`src/inc/cmpb_pkg.sv`:
```
// ==========================================================
// comparator bus, sync and approximation constants
package cmpb_pkg;
    // ==========================================================
    // widths
    localparam int COLS = 4;
    localparam int IO_AW = 8;
    localparam int IO_DW = 8;
    localparam int AV_AW = 2;
    localparam int AV_DW = 32;

    // ==========================================================
    // device io map
    localparam logic [7:0] ADDR_CMP_STATE_IRQ_SEL = 8'h64; // comparator_state_and_irq_select
    localparam logic [7:0] ADDR_SYNC_SAR_CTRL = 8'h65;     // sync_and_sar_control
    localparam logic [7:0] ADDR_SC_LO = 8'h80;             // first switched-capacitor register
    localparam logic [7:0] ADDR_SC_HI = 8'h9f;             // last switched-capacitor register
    localparam logic [7:0] ADDR_DAC_VALUE = 8'h90;         // dac_value_register, in sc space
    localparam logic [7:0] RST_REG = 8'h00;

    // comparator_state_and_irq_select fields
    localparam int CMP_STATE_LSB = 4;
    localparam int IRQ_SEL_LSB = 0;
    // sync_and_sar_control fields
    localparam int WSTALL_EN_BIT = 0;
    localparam int COLSEL_LSB = 1;
    localparam int POLARITY_BIT = 3;
    localparam int COUNT_LSB = 4;
    localparam int COUNT_W = 3;
    localparam logic [7:0] SYNC_CTRL_WMASK = 8'h7f; // bit 7 reserved, reads zero

    // irq source select encodings
    localparam logic IRQ_SRC_CMP_BUS = 1'b0;
    localparam logic IRQ_SRC_PHASE2_FALL = 1'b1;

    // ==========================================================
    // host avalon register map (word index)
    localparam logic [1:0] HR_IO_ADDR = 2'h0;
    localparam logic [1:0] HR_IO_DATA = 2'h1;
    localparam logic [1:0] HR_IO_OR = 2'h2;
    localparam logic [1:0] HR_STATUS = 2'h3;
    localparam int HS_STALL_BIT = 0;
    localparam int HS_RDATA_LSB = 8;

    typedef enum logic [1:0] {
        HST_IDLE = 2'b00,
        HST_STRB = 2'b01,
        HST_WAIT = 2'b10,
        HST_ACK = 2'b11
    } cmpb_hstate_t;
endpackage

```
`src/inc/cmpb_if.sv`:
```
`timescale 1ns/100ps
// ==========================================================
// cpu io port between the controller and the analog digital logic
interface cmpb_if;
    logic [7:0] io_addr;
    logic [7:0] io_wdata;
    logic io_wr;    // one-cycle write strobe
    logic io_rd;    // one-cycle read strobe
    logic io_rmw;   // write half of a read-modify-write or
    logic [7:0] io_rdata;
    logic io_stall; // cpu held while high

    modport host (output io_addr, output io_wdata, output io_wr, output io_rd,
                  output io_rmw, input io_rdata, input io_stall);
    modport dev (input io_addr, input io_wdata, input io_wr, input io_rd,
                 input io_rmw, output io_rdata, output io_stall);
endinterface

```
`src/design/cmpb_dev.sv`:
```
// Local design decision: the Avalon-MM register port.
`timescale 1ns/100ps
// Functional notes
// - one enabled comparator per column bus
// - column latch follows bus while phase two high
// - phase two low holds value from falling edge
// - only latched value feeds digital and status
// - ct blocks: enable and phase choose latching
// - sc blocks always latch, phase selectable
// - status bits 7:4 ro, irq selects 3:0 rw
// - select 0 bus, 1 phase two fall interrupts
// - sc write stalls cpu until phase one rise
// - stalling persists until enable bit cleared
// - software updates sc at phase one start
// - firmware loads control, sets sign guess first
// - or write: test guess, set next lower
// - six ors finish six bits, read result
// - bits 6:4 hold initial bit count
// - bit 3 inverts comparator polarity
// - bits 2:1 select comparator column
// - column clock not power-of-two above cpu
// - faster cpu safe, non power-of-two safe
module cmpb_dev (
    input wire logic clk,
    input wire logic rst,
    cmpb_if.dev io,
    input wire logic analog_phase_one_clock,
    input wire logic analog_phase_two_clock,
    input wire logic [cmpb_pkg::COLS-1:0] comp_bus,
    input wire logic [cmpb_pkg::COLS-1:0] column_is_sc,
    input wire logic [cmpb_pkg::COLS-1:0] ct_latch_enable,
    input wire logic [cmpb_pkg::COLS-1:0] ct_latch_phase_select,
    input wire logic [cmpb_pkg::COLS-1:0] sc_latch_phase_select,
    output logic [cmpb_pkg::COLS-1:0] comp_to_digital,
    output logic [cmpb_pkg::COLS-1:0] column_irq,
    output logic [7:0] dac_value
);
    import cmpb_pkg::*;

    // ==========================================================
    // state
    logic analog_phase_one_clock_q_r;
    logic analog_phase_two_clock_q_r;
    logic [COLS-1:0] blk_lat_r;
    logic [COLS-1:0] col_lat_r;
    logic [COLS-1:0] col_lat_q_r;
    logic [COLS-1:0] irq_r;
    logic [COLS-1:0] irq_nxt;
    logic [7:0] cmp_reg_r;
    logic [7:0] sync_reg_r;
    logic [7:0] sync_reg_nxt;
    logic [7:0] dac_r;
    logic [7:0] dac_nxt;
    logic [7:0] rdata_r;
    logic stall_r;
    logic [7:0] pend_addr_r;
    logic [7:0] pend_data_r;
    logic pend_rmw_r;

    // ==========================================================
    // phase edges; phase clocks arrive synchronous to clk
    wire analog_phase_one_clock_rise = analog_phase_one_clock & ~analog_phase_one_clock_q_r;
    wire analog_phase_two_clock_fall = ~analog_phase_two_clock & analog_phase_two_clock_q_r;

    always_ff @(posedge clk or posedge rst) begin
        if (rst) begin
            analog_phase_one_clock_q_r <= 1'b0;
            analog_phase_two_clock_q_r <= 1'b0;
        end else begin
            analog_phase_one_clock_q_r <= analog_phase_one_clock;
            analog_phase_two_clock_q_r <= analog_phase_two_clock;
        end
    end

    // ==========================================================
    // per-column latching; the bus itself carries one driver only
    genvar c;
    generate
        for (c = 0; c < COLS; c++) begin : g_col
            // sc blocks always latch, ct blocks only when enabled
            wire use_blk = column_is_sc[c] | ct_latch_enable[c];
            wire blk_phase = column_is_sc[c] ? sc_latch_phase_select[c]
                                             : ct_latch_phase_select[c];
            // phase select 1 latches on phase two, 0 on phase one
            wire blk_open = blk_phase ? analog_phase_two_clock : analog_phase_one_clock;
            wire blk_out = use_blk ? blk_lat_r[c] : comp_bus[c];

            always_ff @(posedge clk or posedge rst) begin
                if (rst) begin
                    blk_lat_r[c] <= 1'b0;
                    col_lat_r[c] <= 1'b0;
                end else begin
                    if (blk_open) begin
                        blk_lat_r[c] <= comp_bus[c];
                    end
                    // tracks while phase two high, else holds the last sample
                    if (analog_phase_two_clock) begin
                        col_lat_r[c] <= blk_out;
                    end
                end
            end

            // bus source fires on a rising latched comparator
            assign irq_nxt[c] = (cmp_reg_r[IRQ_SEL_LSB + c] == IRQ_SRC_PHASE2_FALL)
                                ? analog_phase_two_clock_fall
                                : (col_lat_r[c] & ~col_lat_q_r[c]);
        end
    endgenerate

    // ==========================================================
    // write path: a stalled sc write is applied at the phase one rise
    wire wr_is_sc = (io.io_addr >= ADDR_SC_LO) && (io.io_addr <= ADDR_SC_HI);
    // the enable bit is level-checked on every write, so the mode persists
    wire wr_stalls = io.io_wr && wr_is_sc && sync_reg_r[WSTALL_EN_BIT];
    wire release_now = stall_r && analog_phase_one_clock_rise;
    wire app_wr = (io.io_wr && !wr_stalls && !stall_r) || release_now;
    wire [7:0] app_addr = release_now ? pend_addr_r : io.io_addr;
    wire [7:0] app_data = release_now ? pend_data_r : io.io_wdata;
    wire app_rmw = release_now ? pend_rmw_r : io.io_rmw;

    // ==========================================================
    // approximation accelerator decode
    wire [COUNT_W-1:0] bit_count = sync_reg_r[COUNT_LSB +: COUNT_W];
    wire [1:0] col_sel = sync_reg_r[COLSEL_LSB +: 2];
    wire polarity = sync_reg_r[POLARITY_BIT];
    // latched column value only, never the raw bus
    wire cmp_sample = col_lat_r[col_sel] ^ polarity;
    wire [COUNT_W-1:0] guess_idx = bit_count - 3'h1;
    wire [7:0] guess_mask = 8'h01 << guess_idx;
    wire [7:0] next_mask = guess_mask >> 1;
    // keep the guess when the comparator says the input is above it
    wire [7:0] sar_dac = (dac_r & ~guess_mask) | (cmp_sample ? guess_mask : 8'h00) | next_mask;
    wire sar_step = app_wr && app_rmw && (app_addr == ADDR_DAC_VALUE)
                    && (bit_count != 3'h0);
    wire wr_dac = app_wr && (app_addr == ADDR_DAC_VALUE);
    wire wr_cmp = app_wr && (app_addr == ADDR_CMP_STATE_IRQ_SEL);
    wire wr_sync = app_wr && (app_addr == ADDR_SYNC_SAR_CTRL);

    // dac update: accelerator owns the or write while counting
    always_comb begin
        dac_nxt = dac_r;
        if (sar_step) begin
            dac_nxt = sar_dac;
        end else if (wr_dac) begin
            dac_nxt = app_data;
        end
    end

    // control update; the count falls by one per qualifying or
    always_comb begin
        sync_reg_nxt = sync_reg_r;
        if (wr_sync) begin
            sync_reg_nxt = app_data & SYNC_CTRL_WMASK;
        end else if (sar_step) begin
            sync_reg_nxt[COUNT_LSB +: COUNT_W] = guess_idx;
        end
    end

    // ==========================================================
    // registers
    always_ff @(posedge clk or posedge rst) begin
        if (rst) begin
            cmp_reg_r <= RST_REG;
            sync_reg_r <= RST_REG;
            dac_r <= RST_REG;
        end else begin
            if (wr_cmp) begin
                cmp_reg_r[IRQ_SEL_LSB +: COLS] <= app_data[IRQ_SEL_LSB +: COLS];
            end
            cmp_reg_r[CMP_STATE_LSB +: COLS] <= col_lat_r;
            sync_reg_r <= sync_reg_nxt;
            dac_r <= dac_nxt;
        end
    end

    // ==========================================================
    // stall and pending write; cpu waits for the next phase one rise
    always_ff @(posedge clk or posedge rst) begin
        if (rst) begin
            stall_r <= 1'b0;
            pend_addr_r <= RST_REG;
            pend_data_r <= RST_REG;
            pend_rmw_r <= 1'b0;
        end else if (wr_stalls && !stall_r) begin
            stall_r <= 1'b1;
            pend_addr_r <= io.io_addr;
            pend_data_r <= io.io_wdata;
            pend_rmw_r <= io.io_rmw;
        end else if (release_now) begin
            stall_r <= 1'b0;
        end
    end

    // ==========================================================
    // read data and outputs; reserved bit 7 of control reads zero
    wire [7:0] rd_mux = (io.io_addr == ADDR_CMP_STATE_IRQ_SEL) ? cmp_reg_r :
                        (io.io_addr == ADDR_SYNC_SAR_CTRL) ? sync_reg_r :
                        (io.io_addr == ADDR_DAC_VALUE) ? dac_r : 8'h00;

    always_ff @(posedge clk or posedge rst) begin
        if (rst) begin
            rdata_r <= RST_REG;
            col_lat_q_r <= '0;
            irq_r <= '0;
            comp_to_digital <= '0;
        end else begin
            if (io.io_rd) begin
                rdata_r <= rd_mux;
            end
            col_lat_q_r <= col_lat_r;
            irq_r <= irq_nxt;
            comp_to_digital <= col_lat_r;
        end
    end

    // software pacing and clock ratios are the far side's duty
    assign io.io_rdata = rdata_r;
    assign io.io_stall = stall_r;
    assign column_irq = irq_r;
    assign dac_value = dac_r;
endmodule // cmpb_dev

```
`src/flat_wrapper.sv`:
```
// flat-port wrapper written by rule: the top's interface ports become plain ports
module cmpb_dev_flat import cmpb_pkg::*;
  (clk, rst, analog_phase_one_clock, analog_phase_two_clock, comp_bus, column_is_sc, ct_latch_enable, ct_latch_phase_select, sc_latch_phase_select, comp_to_digital, column_irq, dac_value, io_io_addr, io_io_wdata, io_io_wr, io_io_rd, io_io_rmw, io_io_rdata, io_io_stall);
  cmpb_if io_i ();
  input wire logic clk;
  input wire logic rst;
  input wire logic analog_phase_one_clock;
  input wire logic analog_phase_two_clock;
  input wire logic [cmpb_pkg::COLS-1:0] comp_bus;
  input wire logic [cmpb_pkg::COLS-1:0] column_is_sc;
  input wire logic [cmpb_pkg::COLS-1:0] ct_latch_enable;
  input wire logic [cmpb_pkg::COLS-1:0] ct_latch_phase_select;
  input wire logic [cmpb_pkg::COLS-1:0] sc_latch_phase_select;
  output logic [cmpb_pkg::COLS-1:0] comp_to_digital;
  output logic [cmpb_pkg::COLS-1:0] column_irq;
  output logic [7:0] dac_value;
  input wire logic [$bits(io_i.io_addr)-1:0] io_io_addr;
  input wire logic [$bits(io_i.io_wdata)-1:0] io_io_wdata;
  input wire logic [$bits(io_i.io_wr)-1:0] io_io_wr;
  input wire logic [$bits(io_i.io_rd)-1:0] io_io_rd;
  input wire logic [$bits(io_i.io_rmw)-1:0] io_io_rmw;
  output wire logic [$bits(io_i.io_rdata)-1:0] io_io_rdata;
  output wire logic [$bits(io_i.io_stall)-1:0] io_io_stall;
  assign io_i.io_addr = io_io_addr;
  assign io_i.io_wdata = io_io_wdata;
  assign io_i.io_wr = io_io_wr;
  assign io_i.io_rd = io_io_rd;
  assign io_i.io_rmw = io_io_rmw;
  assign io_io_rdata = io_i.io_rdata;
  assign io_io_stall = io_i.io_stall;
  cmpb_dev u_core (.clk(clk), .rst(rst), .io(io_i), .analog_phase_one_clock(analog_phase_one_clock), .analog_phase_two_clock(analog_phase_two_clock), .comp_bus(comp_bus), .column_is_sc(column_is_sc), .ct_latch_enable(ct_latch_enable), .ct_latch_phase_select(ct_latch_phase_select), .sc_latch_phase_select(sc_latch_phase_select), .comp_to_digital(comp_to_digital), .column_irq(column_irq), .dac_value(dac_value));
endmodule
```
`config.mk`:
```
export PLATFORM = sky130hd
export DESIGN_NAME = cmpb_dev_flat
export DESIGN_NICKNAME = d
export VERILOG_FILES = /design/src/inc/cmpb_pkg.sv /design/src/inc/cmpb_if.sv /design/src/design/cmpb_dev.sv /design/src/flat_wrapper.sv
export SDC_FILE = /design/constraint.sdc
export NUM_CORES = 1
export LEC_CHECK = 0
export ABC_AREA = 1
export BUFFER_PORTS_ARGS = -buffer_cell sky130_fd_sc_hd__buf_2
export CAP_MARGIN = 20
export CORE_MARGIN = 3
export CORE_UTILIZATION = 35
export DETAILED_ROUTE_END_ITERATION = 7
export SYNTH_ARGS = -nofsm -noshare
export SYNTH_HDL_FRONTEND = slang
export SYNTH_SLANG_ARGS = --single-unit
```
`constraint.sdc`:
```
create_clock -name clk -period 2.1 [get_ports clk]
set_input_delay 0.315 -clock clk [delete_from_list [all_inputs] [get_ports clk]]
set_output_delay 0.315 -clock clk [all_outputs]
set_load 0.01 [all_outputs]
```
==> results of run 1 <==
## per-layer routing
layer  routed length [um]  GRT usage
met3                  530     0.0384
met1                 4830      0.249
met2                 4210      0.260
met4                  180     0.0631
met5                    0          0
## power groups by stage
stage	clock [uW]	sequential, uW	combinational [uW]
after floorplan	0	1380	322
after global placement	0	1390	502
after detailed placement	0	1390	501
after CTS	1340	1370	504
after global routing	1390	1380	572
final	1320	1370	502
## layout by cell type, fill, tap and decap left out, types with 2 or more instances in the layout
cell	Yosys	layout
inv_2	1	2
nor2_1	40	40
nor2_2	3	3
o21a_1	3	3
mux2_2	4	4
nor2_4	3	3
ha_1	5	5
o211ai_1	14	14
nand4_1	10	10
o21ai_0	52	52
nand3_2	3	3
a21oi_1	7	7
buf_2	2	67
clkbuf_8	0	9
buf_4	7	11
nand2_1	172	172
nor3_1	2	2
o311ai_0	3	3
inv_1	61	60
dfrtp_1	63	62
buf_12	0	2
or2_2	4	4
bufinv_16	0	3
nand3_1	21	21
## sequential cells by signal (all words and copies together) (netlist names), named ones only
name	count
u_core.cmp_reg_r	4
u_core.pend_data_r	8
u_core.io.io_rdata	8
u_core.blk_lat_r	4
u_core.pend_rmw_r	1
u_core.io.io_stall	1
u_core.pend_addr_r	8
u_core.comp_to_digital	4
u_core.analog_phase_two_clock_q_r	1
u_core.dac_value	7
u_core.col_lat_r	4
u_core.sync_reg_r	7
u_core.analog_phase_one_clock_q_r	1
u_core.column_irq	4
## kinds of logic after synthesis
family | count (synthesis)
fa+ha+maj | 5
compound gates | 81
flops | 63
simple gates | 261
buf+inv | 78
mux | 4
## stage by stage
stage               power, uW   util  instance area (um2)  hold slack (ns)
floorplan                1700      -                 3600            0.346
global placement         1890  0.417                 4120            0.394
detailed placement       1890  0.417                 4120            0.397
CTS                      3210  0.442                 4360           0.0255
global route             3340  0.442                 4360           0.0471
finish                   3190  0.442                 4360           0.0217
## critical path, cell delays in order (launching register included)
cell     delay [ns]
dfrtp_2        0.49
nand3_4        0.16
buf_4          0.21
nand2_1        0.07
nand2_1        0.06
nand2_1        0.07
nor2_2         0.19
inv_1          0.10
nor2_4         0.22
nand3_1        0.10
nand2_1        0.07
nand2_1        0.04
## final cells by class
class	instances	area, um2
fillers	987	5500
multi-input cells	351	1680
flip-flops and latches	63	1580
repair buffers	80	458
inverters	62	233
well taps	133	166
clock buffers	9	124
clock inverters	7	120
## worst max path at each step
stage / cells past startpoint / slack [ns] / to
final: 11 / 0.22 / u_core.dac_value[6]
after global routing: 9 / 0.03 / u_core.dac_value[5]
after CTS: 11 / 0.15 / u_core.dac_value[6]
after detailed placement: 11 / 0.15 / u_core.dac_value[6]
after global placement: 11 / 0.18 / u_core.dac_value[6]
after floorplan: 1 / 0.22 / asynchronous set/reset pin
==> results.json, run 1 <==
{
  "status": "complete, no violations",
  "vias_per_cell": 4.77,
  "dieWidth_um": 107,
  "setup_viol": 0,
  "rsz0062_at_grt": "no",
  "final.min_clock_period_ns": 1.88,
  "clk_pin_slew_worst_paths_ns": 0.08,
  "grt_pass1_wl_um": 15700,
  "p_leak_uw": 0.00230,
  "combPwrFrac": 0.158,
  "hpwl_um": 7600,
  "synth-simple-area-share": 0.309,
  "pwr-share-clk": 0.413,
  "slew_viol_final": 0,
  "min_path_type": "in -> async",
  "synth_area_per_cell_um2": 7.31,
  "worstSetupPathType": "reg -> reg",
  "clock_latency_ns": 0.36,
  "pre_cts_slack_ns": 0.155,
  "cts_sinks": 63,
  "p_switching_uw": 907,
  "fin_cells": 705,
  "cts_tree": "built",
  "r2r_end": "u_core.dac_value[6]",
  "synth_async_sr_flop_share": 1.00,
  "place_congestion": 0.923,
  "clock_path_buffers": 2,
  "yosysTopAreaCell": "dfrtp_1",
  "start_util": 0.365,
  "power_density_nw_per_um2": 730,
  "routed_wl_um": 9760,
  "reg2regPathDepth": 11,
  "cp-start-kind": "register",
  "yosysSeqAreaShare": 0.438,
  "synthTopCellsByArea": "dfrtp_1 (44%), nand2_1 (18%), o21ai_0 (7.2%)",
  "fmax_mhz": 532,
  "maxCapViolations": 0,
  "yosys.area.top_type_share": 0.438,
  "cts_made_buffers": 9,
  "n_antenna_cell": 0,
  "r2r_slack_ns": 0.22,
  "r2r-start": "u_core.io.io_stall",
  "fin_nets": 615,
  "netSwitchingFraction": 0.285,
  "tightestPinTransition_ns": 0.605,
  "place_inst": 689,
  "tns_ns": 0,
  "synth_top_family_by_area": "simple AND/OR/NAND/NOR gates",
  "portBuffers": 67,
  "area_growth_pct": 21.3,
  "synth_commonest_cells": "nand2_1 (172), dfrtp_1 (63), inv_1 (61), o21ai_0 (52), nor2_1 (40)",
  "drc": 0,
  "synth-compound-area-share": 0.129,
  "finalCritPeriodShare": 0.895,
  "required_ns": 2.35,
  "synth_ff_type": "dfrtp_1",
  "wl_per_cell_um": 13.8,
  "grt-ovfl-total": 0,
  "dieArea_um2": 11500,
  "cp_max_fo": 14,
  "fin_ws_ns": 0.220,
  "grt_antenna_before_repair": 0,
  "skew_ns": 0.0121,
  "ys_types": 28,
  "slew_headroom": 0.596,
  "grt_max_degree": 26,
  "synth_xor_area_frac": 0,
  "cts_root_buf": "clkbuf_8",
  "grtUsageTotal": 0.174,
  "drtPass1Iterations": 5,
  "yosysMostFrequentCell": "nand2_1",
  "fp-row-count": 36,
  "ctsResizeCount": 0,
  "post_cts_buffers": 0,
  "ios": 68,
  "ys_seq_elements": 63,
  "synth.area.mux_share": 0.0125,
  "startpoint": "u_core.io.io_stall",
  "p_int_uw": 2280,
  "dr_total_vias": 3362,
  "synth_cells": 492,
  "chipHeight_um": 107,
  "synthAdderAreaFrac": 0.0174,
  "h-tree-depth": 3,
  "yosysWarnings": 0,
  "syn-cell-area_um2": 3600,
  "hold_buffers": 0,
  "synth_nets": 540,
  "synth_edf_count": 0,
  "drtIter0Drc": 218,
  "finalHoldViolCount": 0,
  "coreArea_um2": 9860,
  "cp.arrival_ns": 2.13,
  "peakVddDrop_mv": 0.394,
  "pwr-share-seq": 0.429,
  "antenna_left": 0,
  "end_kind": "register",
  "grt_pass1_vias": 3188,
  "drive_gt1_frac": 0.208
}
(Power assumes the default switching activity.)
==> run 2, diff against run 1 <==
Settings changed: ABC_AREA 1 to not set.
==> run 2 against run 1 <==
  * The flow now finishes with violations (negative setup slack)
  * Clock skew about the same
  * Flip-flop and latch count stayed put
  * Critical path depth down 6
  * Synthesized cell count shrank 40%
  * Critical path type unchanged
  * Critical endpoint is now u_core.sync_reg_r[6]
  * Largest power group unchanged
==> results.json, run 2 <==
{
  "fmax_mhz": 473,
  "syn-cell-area_um2": 3160,
  "antenna_left": 0,
  "seq_area_um2": 1580,
  "yosys.area.top_type_share": 0.499,
  "coreArea_um2": 8760,
  "hpwl_um": 5980,
  "start_util": 0.361,
  "yosysWarnings": 0,
  "worstSetupPathType": "reg -> reg",
  "portBuffers": 67,
  "drtIter0Drc": 139,
  "place_congestion": 0.867,
  "wl_per_cell_um": 15.9,
  "yosysMostFrequentCell": "dfrtp_1",
  "cp.arrival_ns": 2.34,
  "routed_wl_um": 7930,
  "violations": "negative setup slack",
  "ios": 68,
  "final_common_cell": "buf_2",
  "drtPass1Iterations": 4,
  "synth_cells": 297,
  "clock_path_buffers": 2,
  "p_switching_uw": 846,
  "clock_latency_ns": 0.35,
  "post_cts_buffers": 0,
  "grt_max_degree": 45,
  "pwr-share-seq": 0.453,
  "final.min_clock_period_ns": 2.11,
  "multiInputGateArea_um2": 1500,
  "grt_pass1_wl_um": 12600,
  "yosysSeqAreaShare": 0.499,
  "slew_headroom": 0.635,
  "synth_xor_area_frac": 0.0111,
  "grt-ovfl-total": 0,
  "synth-compound-area-share": 0.147,
  "tns_ns": -0.0121,
  "whs_ns": 0.196,
  "final_cell_mix": "buf_2 (67), dfrtp_1 (63), nand2_1 (32)",
  "synth_area_per_cell_um2": 10.6,
  "grtUsageTotal": 0.161,
  "p_leak_uw": 0.00195,
  "tightestPinTransition_ns": 0.547,
  "fp-row-count": 34,
  "cp_slowest_cell": "or4b_1",
  "crit_end": "u_core.sync_reg_r[6]",
  "area_growth_pct": 26.5,
  "startpoint": "u_core.pend_addr_r[2]",
  "finalHoldViolCount": 0,
  "synth-simple-area-share": 0.150,
  "combPwrFrac": 0.166,
  "peakVddDrop_mv": 0.381,
  "synth_nets": 345,
  "fin_nets": 434,
  "grt_antenna_before_repair": 0,
  "clk_pin_slew_worst_paths_ns": 0.07,
  "cp-start-kind": "register",
  "ys_seq_elements": 63,
  "crit_cells": 5,
  "required_ns": 2.33,
  "cts_tree": "built",
  "p_int_uw": 2210,
  "synth.area.mux_share": 0.144,
  "netSwitchingFraction": 0.277,
  "yosysTopAreaCell": "dfrtp_1",
  "ys_types": 54,
  "fillers": 864,
  "crit_buf_inv": 0,
  "rsz0062_at_grt": "yes",
  "h-tree-depth": 3,
  "p_total_uw": 3050,
  "worstPathCellList": "or4b_1 -> or4_4 -> o32a_2 -> o21a_1 -> o31a_1",
  "pwr-share-clk": 0.381,
  "cts_root_buf": "clkbuf_8",
  "finalCritPeriodShare": 1.01,
  "synth_async_sr_flop_share": 1.00,
  "reg2regPathDepth": 5,
  "synth_commonest_cells": "dfrtp_1 (63), nand2_1 (32), a21oi_1 (26), mux2_2 (26), nor2_1 (23)",
  "fin_ws_ns": -0.0121,
  "cts_made_buffers": 9,
  "setup_viol": 1,
  "synth_ff_type": "dfrtp_1",
  "end_kind": "register",
  "min_path_type": "in -> reg",
  "chipHeight_um": 101,
  "cts_sinks": 63,
  "grt_pass1_vias": 2491,
  "maxCapViolations": 0,
  "dr_total_vias": 2594,
  "slowest_delay_ns": 0.52,
  "synth_edf_count": 0,
  "skew_ns": 0.0120,
  "vias_per_cell": 5.20,
  "status": "finished, violations left",
  "r2r-start": "u_core.pend_addr_r[2]",
  "drc": 0,
  "slew_viol_final": 0,
  "r2r_end": "u_core.sync_reg_r[6]",
  "synth_top_family_by_area": "simple AND/OR/NAND/NOR gates",
  "r2r_slack_ns": -0.01,
  "dieArea_um2": 10200,
  "synthAdderAreaFrac": 0.0198,
  "synthTopCellsByArea": "dfrtp_1 (50%), mux2_2 (9.3%), mux2i_1 (4.4%)",
  "dieWidth_um": 101,
  "cp_top_family": "simple AND/OR/NAND/NOR gates",
  "power_density_nw_per_um2": 765,
  "cp_max_fo": 3,
  "drive_gt1_frac": 0.361,
  "n_antenna_cell": 0
}
-- run 2: stage by stage --
| step | instances | utilization | setup slack (ns) | instance area [um2] |
|---|---|---|---|---|
| finish | 499 | 0.456 | -0.0121 | 4000 |
| global route | 499 | 0.456 | -0.0817 | 4000 |
| CTS | 499 | 0.456 | -0.0180 | 4000 |
| detailed placement | 482 | 0.428 | -0.0237 | 3750 |
| global placement | 482 | 0.428 | 0.0115 | 3750 |
| floorplan | 297 | - | 0.0236 | 3160 |
-- run 2: kinds of logic after synthesis --
logic type,Yosys count
adders and majority gates,5
xor gates and xnor gates,4
and+or+nand+nor,91
buffers and inverters,20
DFF,63
AOI/OAI and AO/OA,73
muxes,41
-- run 2: worst min-delay path by stage --
| stage | startpoint | to | slack [ns] | cells past startpoint |
|---|---|---|---|---|
| final | analog_phase_one_clock | u_core.analog_phase_one_clock_q_r | 0.20 | 1 |
| after global routing | analog_phase_one_clock | u_core.analog_phase_one_clock_q_r | 0.19 | 1 |
| after CTS | analog_phase_one_clock | u_core.analog_phase_one_clock_q_r | 0.18 | 1 |
| after detailed placement | rst | u_core.blk_lat_r[2] | 0.36 | 2 |
| after global placement | rst | u_core.blk_lat_r[2] | 0.35 | 2 |
| after floorplan | analog_phase_one_clock | u_core.analog_phase_one_clock_q_r | 0.35 | 0 |
-- run 2: repair_timing --
action                                 4_1_cts  5_1_grt
endpoints found under the hold margin       19        0
setup endpoints to repair                    6        9
hold buffers                                 1        0
resized for setup                            3        5
-- run 2: power by group through the flow --
stage / clock network (uW) / registers, uW / logic, uW
2_1_floorplan: 0 / 1410 / 289
3_3_place_gp: 0 / 1400 / 502
4_1_cts: 1190 / 1390 / 512
5_1_grt: 1240 / 1400 / 570
6_report: 1160 / 1380 / 508
3_5_place_dp: 0 / 1410 / 508
-- run 2: cell type report --
| type | instances | share of cell area |
|---|---|---|
| sequential | 63 | 0.395 |
| multi-input combinational | 214 | 0.376 |
| timing repair buffer | 92 | 0.135 |
| tap | 108 | 0.0338 |
| clock buffer | 9 | 0.0310 |
| clock inverter | 7 | 0.0244 |
| inverter | 6 | 0.00564 |
-- run 2: routing by layer --
metal | vias to the layer above | share of wire | routed length, um | global-route usage
met5 | - | 0 | 0 | 0
met4 | 0 | 0.017 | 131 | 0.0521
met3 | 7 | 0.064 | 511 | 0.0471
met2 | 71 | 0.46 | 3650 | 0.244
met1 | 1238 | 0.46 | 3630 | 0.221
li1 | 1278 | - | - | -
